===== config.mk =====
export PLATFORM = sky130hd
export DESIGN_NAME = pwm_generator_control
export DESIGN_NICKNAME = d
export VERILOG_FILES = /design/src/verilog/pwm_gen_pkg.sv /design/src/verilog/period_counter.sv /design/src/verilog/pwm_generator_control.sv
export SDC_FILE = /design/constraint.sdc
export NUM_CORES = 1
export LEC_CHECK = 0
export BUFFER_PORTS_ARGS = -buffer_cell sky130_fd_sc_hd__buf_2
export CORE_ASPECT_RATIO = 0.6
export CORE_UTILIZATION = 51
export DETAILED_ROUTE_END_ITERATION = 6
export MAX_ROUTING_LAYER = met4
export PLACE_DENSITY = 0.73
export SLEW_MARGIN = 20
export SYNTH_ARGS = -nofsm -noshare
export SYNTH_HDL_FRONTEND = slang
export SYNTH_SLANG_ARGS = --single-unit

===== constraint.sdc =====
create_clock -name ref_clk -period 2.7 [get_ports ref_clk]
set_input_delay 0 -clock ref_clk [delete_from_list [all_inputs] [get_ports ref_clk]]
set_output_delay 0 -clock ref_clk [all_outputs]
set_load 0.005 [all_outputs]

===== src/verilog/pwm_gen_pkg.sv =====
// constants for the pwm generator control block
package pwm_gen_pkg;
   // register word offsets on the plain port
   localparam logic [2:0]  CTRL_ADDR    = 3'h0;
   localparam logic [2:0]  DUTY_ADDR    = 3'h1;
   localparam logic [2:0]  PHASE_ADDR   = 3'h2;
   localparam logic [2:0]  MASTER_ADDR  = 3'h3;
   localparam logic [2:0]  STATUS_ADDR  = 3'h4;
   localparam logic [2:0]  MASK_ADDR    = 3'h5;
   localparam logic [2:0]  ACTIVE_ADDR  = 3'h6;
   // control field positions
   localparam int          CL_PEND_BIT  = 14;
   localparam int          TRG_PEND_BIT = 13;
   localparam int          CL_IEN_BIT   = 11;
   localparam int          TRG_IEN_BIT  = 10;
   localparam int          ITB_BIT      = 9;
   localparam int          DUTY_SOURCE_SELECT_BIT     = 8;
   localparam int          DTC_LSB      = 6;
   localparam int          XRES_BIT     = 1;
   localparam int          IUE_BIT      = 0;
   // writable control bits: 11..6, 1, 0
   localparam logic [15:0] CTRL_WMASK   = 16'h0FC3;
   localparam logic [15:0] CTRL_RESET   = 16'h0000;
   localparam logic [1:0]  DTC_RESERVED = 2'h3;
   localparam logic [1:0]  DTC_POSITIVE = 2'h0;
   // phase register keeps bits 15..2
   localparam logic [15:0] PHASE_WMASK  = 16'hFFFC;
   localparam logic [15:0] PHASE_RESET  = 16'h0000;
   localparam logic [15:0] DUTY_RESET   = 16'h0000;
   localparam logic [15:0] DUTY_MIN     = 16'h0008;
   localparam logic [15:0] DUTY_MAX     = 16'hFFEF;
   // interrupt status and mask layout
   localparam int          IRQ_CL_BIT   = 0;
   localparam int          IRQ_TRG_BIT  = 1;
   localparam logic [1:0]  IRQ_RESET    = 2'h0;
endpackage : pwm_gen_pkg


===== src/verilog/period_counter.sv =====
// independent time base: counts 0..period and pulses on wrap
module period_counter #(
   parameter int W = 16
) (
   input  wire logic         ref_clk,
   input  wire logic         rst_n,
   input  wire logic         clear,
   input  wire logic [W-1:0] period,
   output logic      [W-1:0] count_q,
   output logic              wrap_q
);
   // a one-bit counter could not hold a useful period
   if (W < 2) begin : g_width_check
      $error("period_counter: W must be at least 2");
   end

   // clear wins over counting so a limit event restarts the period
   always_ff @(posedge ref_clk) begin
      if (!rst_n || clear) begin
         count_q <= '0;
         wrap_q  <= 1'b0;
      end else if (count_q >= period) begin
         count_q <= '0;
         wrap_q  <= 1'b1;
      end else begin
         count_q <= count_q + W'(1);
         wrap_q  <= 1'b0;
      end
   end
endmodule : period_counter


===== src/verilog/pwm_generator_control.sv =====
// one pwm generator: control, duty selection, update timing, interrupts
// Summary of operation
// - current-limit enable gates the limit interrupt; off clears its pending flag
// - trigger enable gates trigger interrupts; off holds trigger pending clear
// - independent select takes period from phase register, else primary base
// - duty-source select picks master duty, else generator's own duty
// - dead-time field: 00 positive, 01 negative, 10 off, 11 reserved
// - control bits 5 to 2 read as zero
// - external reset with independent base: current limit restarts the base
// - external reset off: no pin touches the time base
// - immediate update on: duty writes reach the comparator at once
// - immediate update off: duty changes wait for the time base
// - sixteen-bit read/write duty value, reset to zero
// - phase register bits 15..2 read/write, reset zero; offset or period; here used only as the independent-base period, never as an offset
// - master duty register holds a shared sixteen-bit duty value
//
// Implementation choices: the address-and-strobe port and the address map.
module pwm_generator_control #(
   parameter int W = 16
) (
   input  wire logic         ref_clk,
   input  wire logic         rst_n,
   input  wire logic [2:0]   reg_addr,
   input  wire logic [15:0]  reg_wdata,
   input  wire logic         reg_wr,
   input  wire logic         reg_rd,
   input  wire logic [W-1:0] primary_count,
   input  wire logic         primary_period_end,
   input  wire logic         current_limit_in,
   input  wire logic         trigger_in,
   output logic      [15:0]  reg_rdata_q,
   output logic              pwm_out_q,
   output logic      [1:0]   dead_time_mode_q,
   output logic              period_end_q,
   output logic              irq_q
);
   // the register file is sixteen bits wide
   if (W != 16) begin : g_width_check
      $error("pwm_generator_control: W must be 16");
   end

   logic [15:0]  ctrl_q;
   logic [15:0]  ctrl_d;
   logic [15:0]  duty_q;
   logic [15:0]  phase_q;
   logic [15:0]  master_q;
   logic [15:0]  active_q;
   logic [1:0]   status_q;
   logic [1:0]   status_d;
   logic [1:0]   mask_q;
   logic [W-1:0] ind_count;
   logic         ind_wrap;
   logic         tb_clear;
   logic [W-1:0] sel_count;
   logic         boundary;
   logic [15:0]  duty_src;
   logic         cl_ien;
   logic         trg_ien;
   logic         independent_timebase_select;
   logic         duty_source_select;
   logic         immediate_update_enable;
   logic         xres;

   // write strobe decode, shared by every register but the read-only active duty
   function automatic logic wr_hit(input logic [2:0] a);
      return reg_wr && (reg_addr == a);
   endfunction : wr_hit

   assign cl_ien  = ctrl_q[pwm_gen_pkg::CL_IEN_BIT];
   assign trg_ien = ctrl_q[pwm_gen_pkg::TRG_IEN_BIT];
   assign independent_timebase_select     = ctrl_q[pwm_gen_pkg::ITB_BIT];
   assign duty_source_select    = ctrl_q[pwm_gen_pkg::DUTY_SOURCE_SELECT_BIT];
   assign immediate_update_enable     = ctrl_q[pwm_gen_pkg::IUE_BIT];
   assign xres    = ctrl_q[pwm_gen_pkg::XRES_BIT];

   // control write; a reserved dead-time code keeps the old mode
   always_comb begin
      ctrl_d = reg_wdata & pwm_gen_pkg::CTRL_WMASK;
      if (reg_wdata[pwm_gen_pkg::DTC_LSB +: 2] == pwm_gen_pkg::DTC_RESERVED) begin
         ctrl_d[pwm_gen_pkg::DTC_LSB +: 2] = ctrl_q[pwm_gen_pkg::DTC_LSB +: 2];
      end
   end

   // control register
   always_ff @(posedge ref_clk) begin
      if (!rst_n) begin
         ctrl_q <= pwm_gen_pkg::CTRL_RESET;
      end else if (wr_hit(pwm_gen_pkg::CTRL_ADDR)) begin
         ctrl_q <= ctrl_d;
      end
   end

   // generator duty register
   always_ff @(posedge ref_clk) begin
      if (!rst_n) begin
         duty_q <= pwm_gen_pkg::DUTY_RESET;
      end else if (wr_hit(pwm_gen_pkg::DUTY_ADDR)) begin
         duty_q <= reg_wdata;
      end
   end

   // master duty register, shared source
   always_ff @(posedge ref_clk) begin
      if (!rst_n) begin
         master_q <= pwm_gen_pkg::DUTY_RESET;
      end else if (wr_hit(pwm_gen_pkg::MASTER_ADDR)) begin
         master_q <= reg_wdata;
      end
   end

   // phase register; low two bits are not kept
   always_ff @(posedge ref_clk) begin
      if (!rst_n) begin
         phase_q <= pwm_gen_pkg::PHASE_RESET;
      end else if (wr_hit(pwm_gen_pkg::PHASE_ADDR)) begin
         phase_q <= reg_wdata & pwm_gen_pkg::PHASE_WMASK;
      end
   end

   // interrupt mask register
   always_ff @(posedge ref_clk) begin
      if (!rst_n) begin
         mask_q <= pwm_gen_pkg::IRQ_RESET;
      end else if (wr_hit(pwm_gen_pkg::MASK_ADDR)) begin
         mask_q <= reg_wdata[1:0];
      end
   end

   // sticky flags: set beats a write-one clear, enable off forces clear
   always_comb begin
      status_d = status_q;
      if (wr_hit(pwm_gen_pkg::STATUS_ADDR)) begin
         status_d = status_q & ~reg_wdata[1:0];
      end
      if (current_limit_in) begin
         status_d[pwm_gen_pkg::IRQ_CL_BIT] = 1'b1;
      end
      if (trigger_in) begin
         status_d[pwm_gen_pkg::IRQ_TRG_BIT] = 1'b1;
      end
      if (!cl_ien) begin
         status_d[pwm_gen_pkg::IRQ_CL_BIT] = 1'b0;
      end
      if (!trg_ien) begin
         status_d[pwm_gen_pkg::IRQ_TRG_BIT] = 1'b0;
      end
   end

   // pending flags
   always_ff @(posedge ref_clk) begin
      if (!rst_n) begin
         status_q <= pwm_gen_pkg::IRQ_RESET;
      end else begin
         status_q <= status_d;
      end
   end

   // level interrupt; registered so the pin never glitches
   always_ff @(posedge ref_clk) begin
      if (!rst_n) begin
         irq_q <= 1'b0;
      end else begin
         irq_q <= |(status_q & mask_q);
      end
   end

   // the limit input restarts only an independent base, and only if allowed
   assign tb_clear = xres && independent_timebase_select && current_limit_in;

   period_counter #(
      .W (W)
   ) u_period_counter (
      .ref_clk (ref_clk),
      .rst_n   (rst_n),
      .clear   (tb_clear),
      .period  (phase_q),
      .count_q (ind_count),
      .wrap_q  (ind_wrap)
   );

   // time base and duty source selection
   assign sel_count = independent_timebase_select ? ind_count : primary_count;
   assign boundary  = independent_timebase_select ? ind_wrap : primary_period_end;
   assign duty_src  = duty_source_select ? master_q : duty_q;

   // active duty: follows the source at once, or only on a boundary
   always_ff @(posedge ref_clk) begin
      if (!rst_n) begin
         active_q <= pwm_gen_pkg::DUTY_RESET;
      end else if (immediate_update_enable) begin
         active_q <= duty_src;
      end else if (boundary) begin
         active_q <= duty_src;
      end
   end

   // comparator; duty below the floor is not guarded, software keeps range
   always_ff @(posedge ref_clk) begin
      if (!rst_n) begin
         pwm_out_q <= 1'b0;
      end else begin
         pwm_out_q <= sel_count < active_q;
      end
   end

   // period boundary and dead-time mode out to the output stage
   always_ff @(posedge ref_clk) begin
      if (!rst_n) begin
         period_end_q     <= 1'b0;
         dead_time_mode_q <= pwm_gen_pkg::DTC_POSITIVE;
      end else begin
         period_end_q     <= boundary;
         dead_time_mode_q <= ctrl_q[pwm_gen_pkg::DTC_LSB +: 2];
      end
   end

   // read port: data only in the cycle after the strobe, unmapped reads zero
   always_ff @(posedge ref_clk) begin
      if (!rst_n || !reg_rd) begin
         reg_rdata_q <= 16'h0000;
      end else begin
         case (reg_addr)
            pwm_gen_pkg::CTRL_ADDR: begin
               reg_rdata_q <= ctrl_q;
               reg_rdata_q[pwm_gen_pkg::CL_PEND_BIT] <=
                  status_q[pwm_gen_pkg::IRQ_CL_BIT];
               reg_rdata_q[pwm_gen_pkg::TRG_PEND_BIT] <=
                  status_q[pwm_gen_pkg::IRQ_TRG_BIT];
            end
            pwm_gen_pkg::DUTY_ADDR: begin
               reg_rdata_q <= duty_q;
            end
            pwm_gen_pkg::PHASE_ADDR: begin
               reg_rdata_q <= phase_q;
            end
            pwm_gen_pkg::MASTER_ADDR: begin
               reg_rdata_q <= master_q;
            end
            pwm_gen_pkg::STATUS_ADDR: begin
               reg_rdata_q <= {14'h0000, status_q};
            end
            pwm_gen_pkg::MASK_ADDR: begin
               reg_rdata_q <= {14'h0000, mask_q};
            end
            pwm_gen_pkg::ACTIVE_ADDR: begin
               reg_rdata_q <= active_q;
            end
            default: begin
               reg_rdata_q <= 16'h0000;
            end
         endcase
      end
   end
endmodule : pwm_generator_control


* After elaboration in Yosys (flattened, before gate mapping)
Index checks and enable logic that the tools add are counted.
** Storage, ports and cells
- Latch bits :: 0
- Logic and storage cells :: 61
- ROM bits :: 0
- Memories kept :: 0
- Register bits after elaboration :: 112
- Input bits :: 42
- Memory bits (writable) :: 0
** Cells by class
- Bitwise operators :: 4
- $mul :: 0
- Magnitude comparators :: 2
- Div/mod/pow operators :: 0
- Reductions and logical operators :: 21
- $add $sub $neg :: 1
- Shifts and indexed selects :: 0
- Muxes and demuxes :: 10
- Eq/ne operators :: 7
** Operators with widths (count)
- $pmux 16 s7 :: 1
- $mux 16 :: 4
- $add 16x1->16 const B :: 1
- $ge 16x16->1 :: 1
- $lt 16x16->1 :: 1
- $eq 3x3->1 const B :: 3
- $logic_and 1x1->1 :: 8
- $eq 3x2->1 const B :: 2
- $reduce_and 2->1 :: 3
- $reduce_bool 2->1 :: 3
- $and 2x2->2 :: 2
- $mux 1 :: 4
- $reduce_or 2->1 :: 2
- $eq 3x1->1 const B :: 1
- $logic_not 3->1 :: 1
- $eq 2x2->1 const B :: 1
- $logic_not 1->1 :: 2
- $logic_or 1x1->1 :: 2
- $mux 2 :: 1
- $not 2->2 :: 1
- $not 1->1 :: 1

* Longest topological paths before layout
- Depth in word-level cells :: 4
- Gate-level depth with buffers :: 9

* Modules after synthesis
Synthesis repeated with hierarchy kept, for this count alone.
** Unflattened totals
- Cells, all modules :: 631
- Area total of the unflattened synthesis :: 5756.8 um^2
** By module, submodules not included
- pwm_generator_control :: times used 1, cells an instance 500, area an instance 4684.5 um^2
- period_counter :: times used 1, cells an instance 131, area an instance 1072.3 um^2

* Least setup slack after synthesis
OpenSTA, ideal clock, no wires.
- Path type :: register to register
- Start :: reg ctrl_q[9]
- End :: reg pwm_out_q
- Cell stages (with the launch flop) :: 10
- Required time :: 2.580 ns
- Setup time :: 0.120 ns
- Path slack :: 0.548 ns
- Arrival time :: 2.032 ns
- Path buffers :: 2
- Cell sequence :: dfxtp_1 > buf_2 > buf_2 > mux2_2 > ha_1 > and3_1 > o2111ai_1 > a31oi_1 > a211oi_1 > o31a_1
** Between the ends
- Cells in the longest elaborated chain, start to end :: 2
** RTL lines
- start: declaration :: RTL line pwm_generator_control.sv:42 : logic [15:0] ctrl_q;
- start signal: assignment :: RTL line pwm_generator_control.sv:87 : ctrl_q <= pwm_gen_pkg::CTRL_RESET;
- start signal: assignment :: RTL line pwm_generator_control.sv:89 : ctrl_q <= ctrl_d;
- $mux 16 :: RTL line pwm_generator_control.sv:182 : assign sel_count = independent_timebase_select ? ind_count : primary_count;
- $lt 16x16->1 :: RTL line pwm_generator_control.sv:202 : pwm_out_q <= sel_count < active_q;
- end signal: assignment :: RTL line pwm_generator_control.sv:202
- end: declaration :: RTL line pwm_generator_control.sv:32 : output logic pwm_out_q,
Every way passes these cells.
A chain may end at the register's enable or synchronous reset.

* Worst setup path in the final report
Ends and elaborated chain as after synthesis.

==> metrics.md <==
| Metric | Value |
|---|---|
| Post-synth cell types | 53 |
| # DRC | 0 |
| Via count | about 5000 |
| Placed wire-length estimate | 11200 um |
| Maximum clock rate | roughly 0.41 GHz |
| Clk_lat worst skew | 350 ps |
| Placed cell count | about 850 |
| Final wirelength | 15800 um |
| Number of synthesized flops with an enable pin | 0 |
| Final setup fails | 0 |
| #FFs+latches synth | between 100 and 150 |
| DR WL/cell | 17.9 um |
| Status | finished clean |
| Initial antenna violation count | 1 |
| Fin cells | a little under 900 |
| Area grow syn2layout | 13.7% |
| Synth Net Count | 750 |
| Post-synth top cells | nand2_1 (151), dfxtp_1 (112), a21boi_0 (46) |
| Arrival @ worst endpoint | 2740 ps |
| Max-cap violation count | 0 |
| Critical path class | reg2reg |
| Family with the most delay on the worst path | flip-flops |
| Hold Crit Class | in2reg |
| Worst path bufs/invs | 1 |
| RSZ-0062 raised after global routing | no |
| CTS buffer count | 9 |
| Crit share post-route | 0.906 |
| Synth Instances | 677 |
| Share of cells above drive strength 1 | 0.178 |
| Crit path largest cell delay | ~580 ps |
| Die Y | approximately 85 um |
| Tightest Pin Transition | 845 ps |
| Initial drt markers | 430 |
| Root Buffer | clkbuf_16 |
| CTS tree | done |
| Avg Synthesized Cell Area | 8.68 um2 |
| Sequential share of the synthesized area | 0.381 |
| Clock period minus worst slack | roughly 2400 ps |
| GPL Wtd Cong | 0.887 |
| Crit Path Max Fanout | 12 |
| Yosys top cell area share | 0.381 |
| Htree depth | 3 |
| PnR worst setup slack | roughly 250 ps |
| Total gr overflow | 0 |
| Mapped Area | about 6000 um2 |
| YS warnings | 0 |
| Final count of hold timing violations | 0 |
| Routed Antenna Nets | 0 |
| Top-count cell post-synth | nand2_1 |
| Rows | 29 |
| Critical Path RT | between 2000 and 3000 ps |
| GR Util All Layers | 0.288 |
| Setup slack at placement | between 300 and 400 ps |
| Drt pass-1 iters | 5 |
| Pin count of the biggest net entering global routing | 43 |
| Vias per cell | 5.70 |
| Core area | between 10000 and 15000 um2 |
| Die area | about 12000 um2 |
| Async S/R FF share, synth | 0 |
| Setup TNS | 0 ps |
| Fillers | between 900 and 1000 |
| First-pass GRT wire length | approximately 26000 um |
| Synth area leaders | dfxtp_1 (38%), nand2_1 (9.6%), ha_1 (6.6%), a21boi_0 (5.9%), mux2i_1 (4.8%) |
| Crit-path cells | buf_4 > mux2_2 > ha_1 > a21oi_1 > nor2b_1 > o21ai_0 > nor4bb_1 > o31a_1 |
| Slowest stage cell, crit path | dfxtp_1 |
| Clk sinks | 112 |
| Final nets | 811 |
| Die outline width | between 100 and 150 um |
| Slew headroom | 0.435 |
| Ys flop type | dfxtp_1 |
| Ports | 63 |
| Vias in the first global route | a little under 5000 |
| Port bufs | 62 |
| Leakage power | ~2.6 nW |
| Critical Path Sink Type | flip-flop |
| Clock transition at the registers of the reported paths | ~70 ps |
| Max Buffers Root-to-Sink | 2 |
| Worst setup SP type | flip-flop |
| Area leader, netlist | dfxtp_1 |
| Pwr dens | about 520 nW/um2 |
| Slew Limit Fails | 0 |
| Starting density of the core | 0.540 |
| Worst Skew | approximately 8.1 ps |
| Peak supply drop | between 0.3 and 0.4 mV |
metrics by stage:
stage	utilization	hold slack, ps	area [um2]	power [W]
after detailed placement	0.568	269	6180	0.00214
final	0.614	43.4	6680	0.00348
after floorplan	-	117	5880	0.00202
after CTS	0.614	32.4	6680	0.00349
after global routing	0.614	68.4	6680	0.00361
after global placement	0.568	265	6180	0.00212
flip-flops by register name, summed over array words and instances (netlist names):
register	flops
dead_time_mode_q	2
phase_q	14
reg_rdata_q	16
active_q	16
u_period_counter.wrap_q	1
period_end_q	1
duty_q	16
ctrl_q	8
u_period_counter.count_q	16
irq_q	1
pwm_out_q	1
master_q	16
status_q	2
mask_q	2
logic make-up after synthesis:
logic type / synth area share
adders and majority gates: 0.0660
muxes: 0.0937
AOI/OAI and AO/OA: 0.179
and+or+nand+nor: 0.193
xor gates and xnor gates: 0.0209
DFF: 0.381
buffers and inverters: 0.0656
layout by cell type, fill, tap and decap left out, types with 10 or more instances in the layout:
master and n:
a21boi_0 46, a21oi_1 16, a22oi_1 18, buf_2 62
buf_4 10, dfxtp_1 112, dlygate4sd3_1 20, ha_1 31
inv_1 34, mux2_2 24, mux2i_1 28, nand2_1 151
nand3_1 14, nor2_1 39, nor2_2 11, o211a_1 16
o21ai_0 12
metal layers:
layer / vias to the layer above / global-route usage / wire length, um / share of wire
li1: 2430 / - / - / -
met1: 2402 / 0.390 / 7510 / 0.48
met2: 186 / 0.449 / 6980 / 0.44
met3: 11 / 0.0547 / 1220 / 0.077
met4: 0 / 0.0623 / 92 / 0.0058
met5: - / - / 0 / 0
where the power goes:
part / total [W] / switching [W] / internal, W
Combinational: 0.000400 / 0.000229 / 0.000171
Clock: 0.00135 / 0.000604 / 0.000744
Sequential: 0.00173 / 0.0000362 / 0.00169
Total: 0.00348 / 0.000869 / 0.00261
worst register-to-register path: cells and delay by family (launching register included):
kind | cells | cell delay (ps)
flops | 1 | 580
simple gates | 2 | 350
mux | 1 | 360
compound gates | 3 | 500
fa+ha+maj | 1 | 300
buf+inv | 1 | 300
area by class of cell:
cell class / instances / area (um2) / area share
sequential: 112 / 2240 / 0.336
timing repair buffer: 92 / 586 / 0.0876
clock inverter: 5 / 56.3 / 0.00843
clock buffer: 11 / 243 / 0.0363
tap: 139 / 174 / 0.0260
inverter: 34 / 128 / 0.0191
multi-input combinational: 489 / 3250 / 0.487
antenna: 1 / 2.50 / 0.000375
worst paths after layout:
path | start | to | slack [ps] | cells after the start
max | ctrl_q[9] | pwm_out_q | 250 | 8
min | primary_period_end | period_end_q | 40 | 3
max reg2reg | ctrl_q[9] | pwm_out_q | 250 | 8
min reg2reg | duty_q[0] | duty_q[0] | 480 | 2
what timing repair did:
item                                   in CTS  in global routing
buffers inserted                            0                  0
endpoints found under the hold margin      57                  0
setup endpoints to repair                   0                  0
gates resized for setup                     0                  0
hold buffers                               20                  0
(Power assumes the default switching activity.)
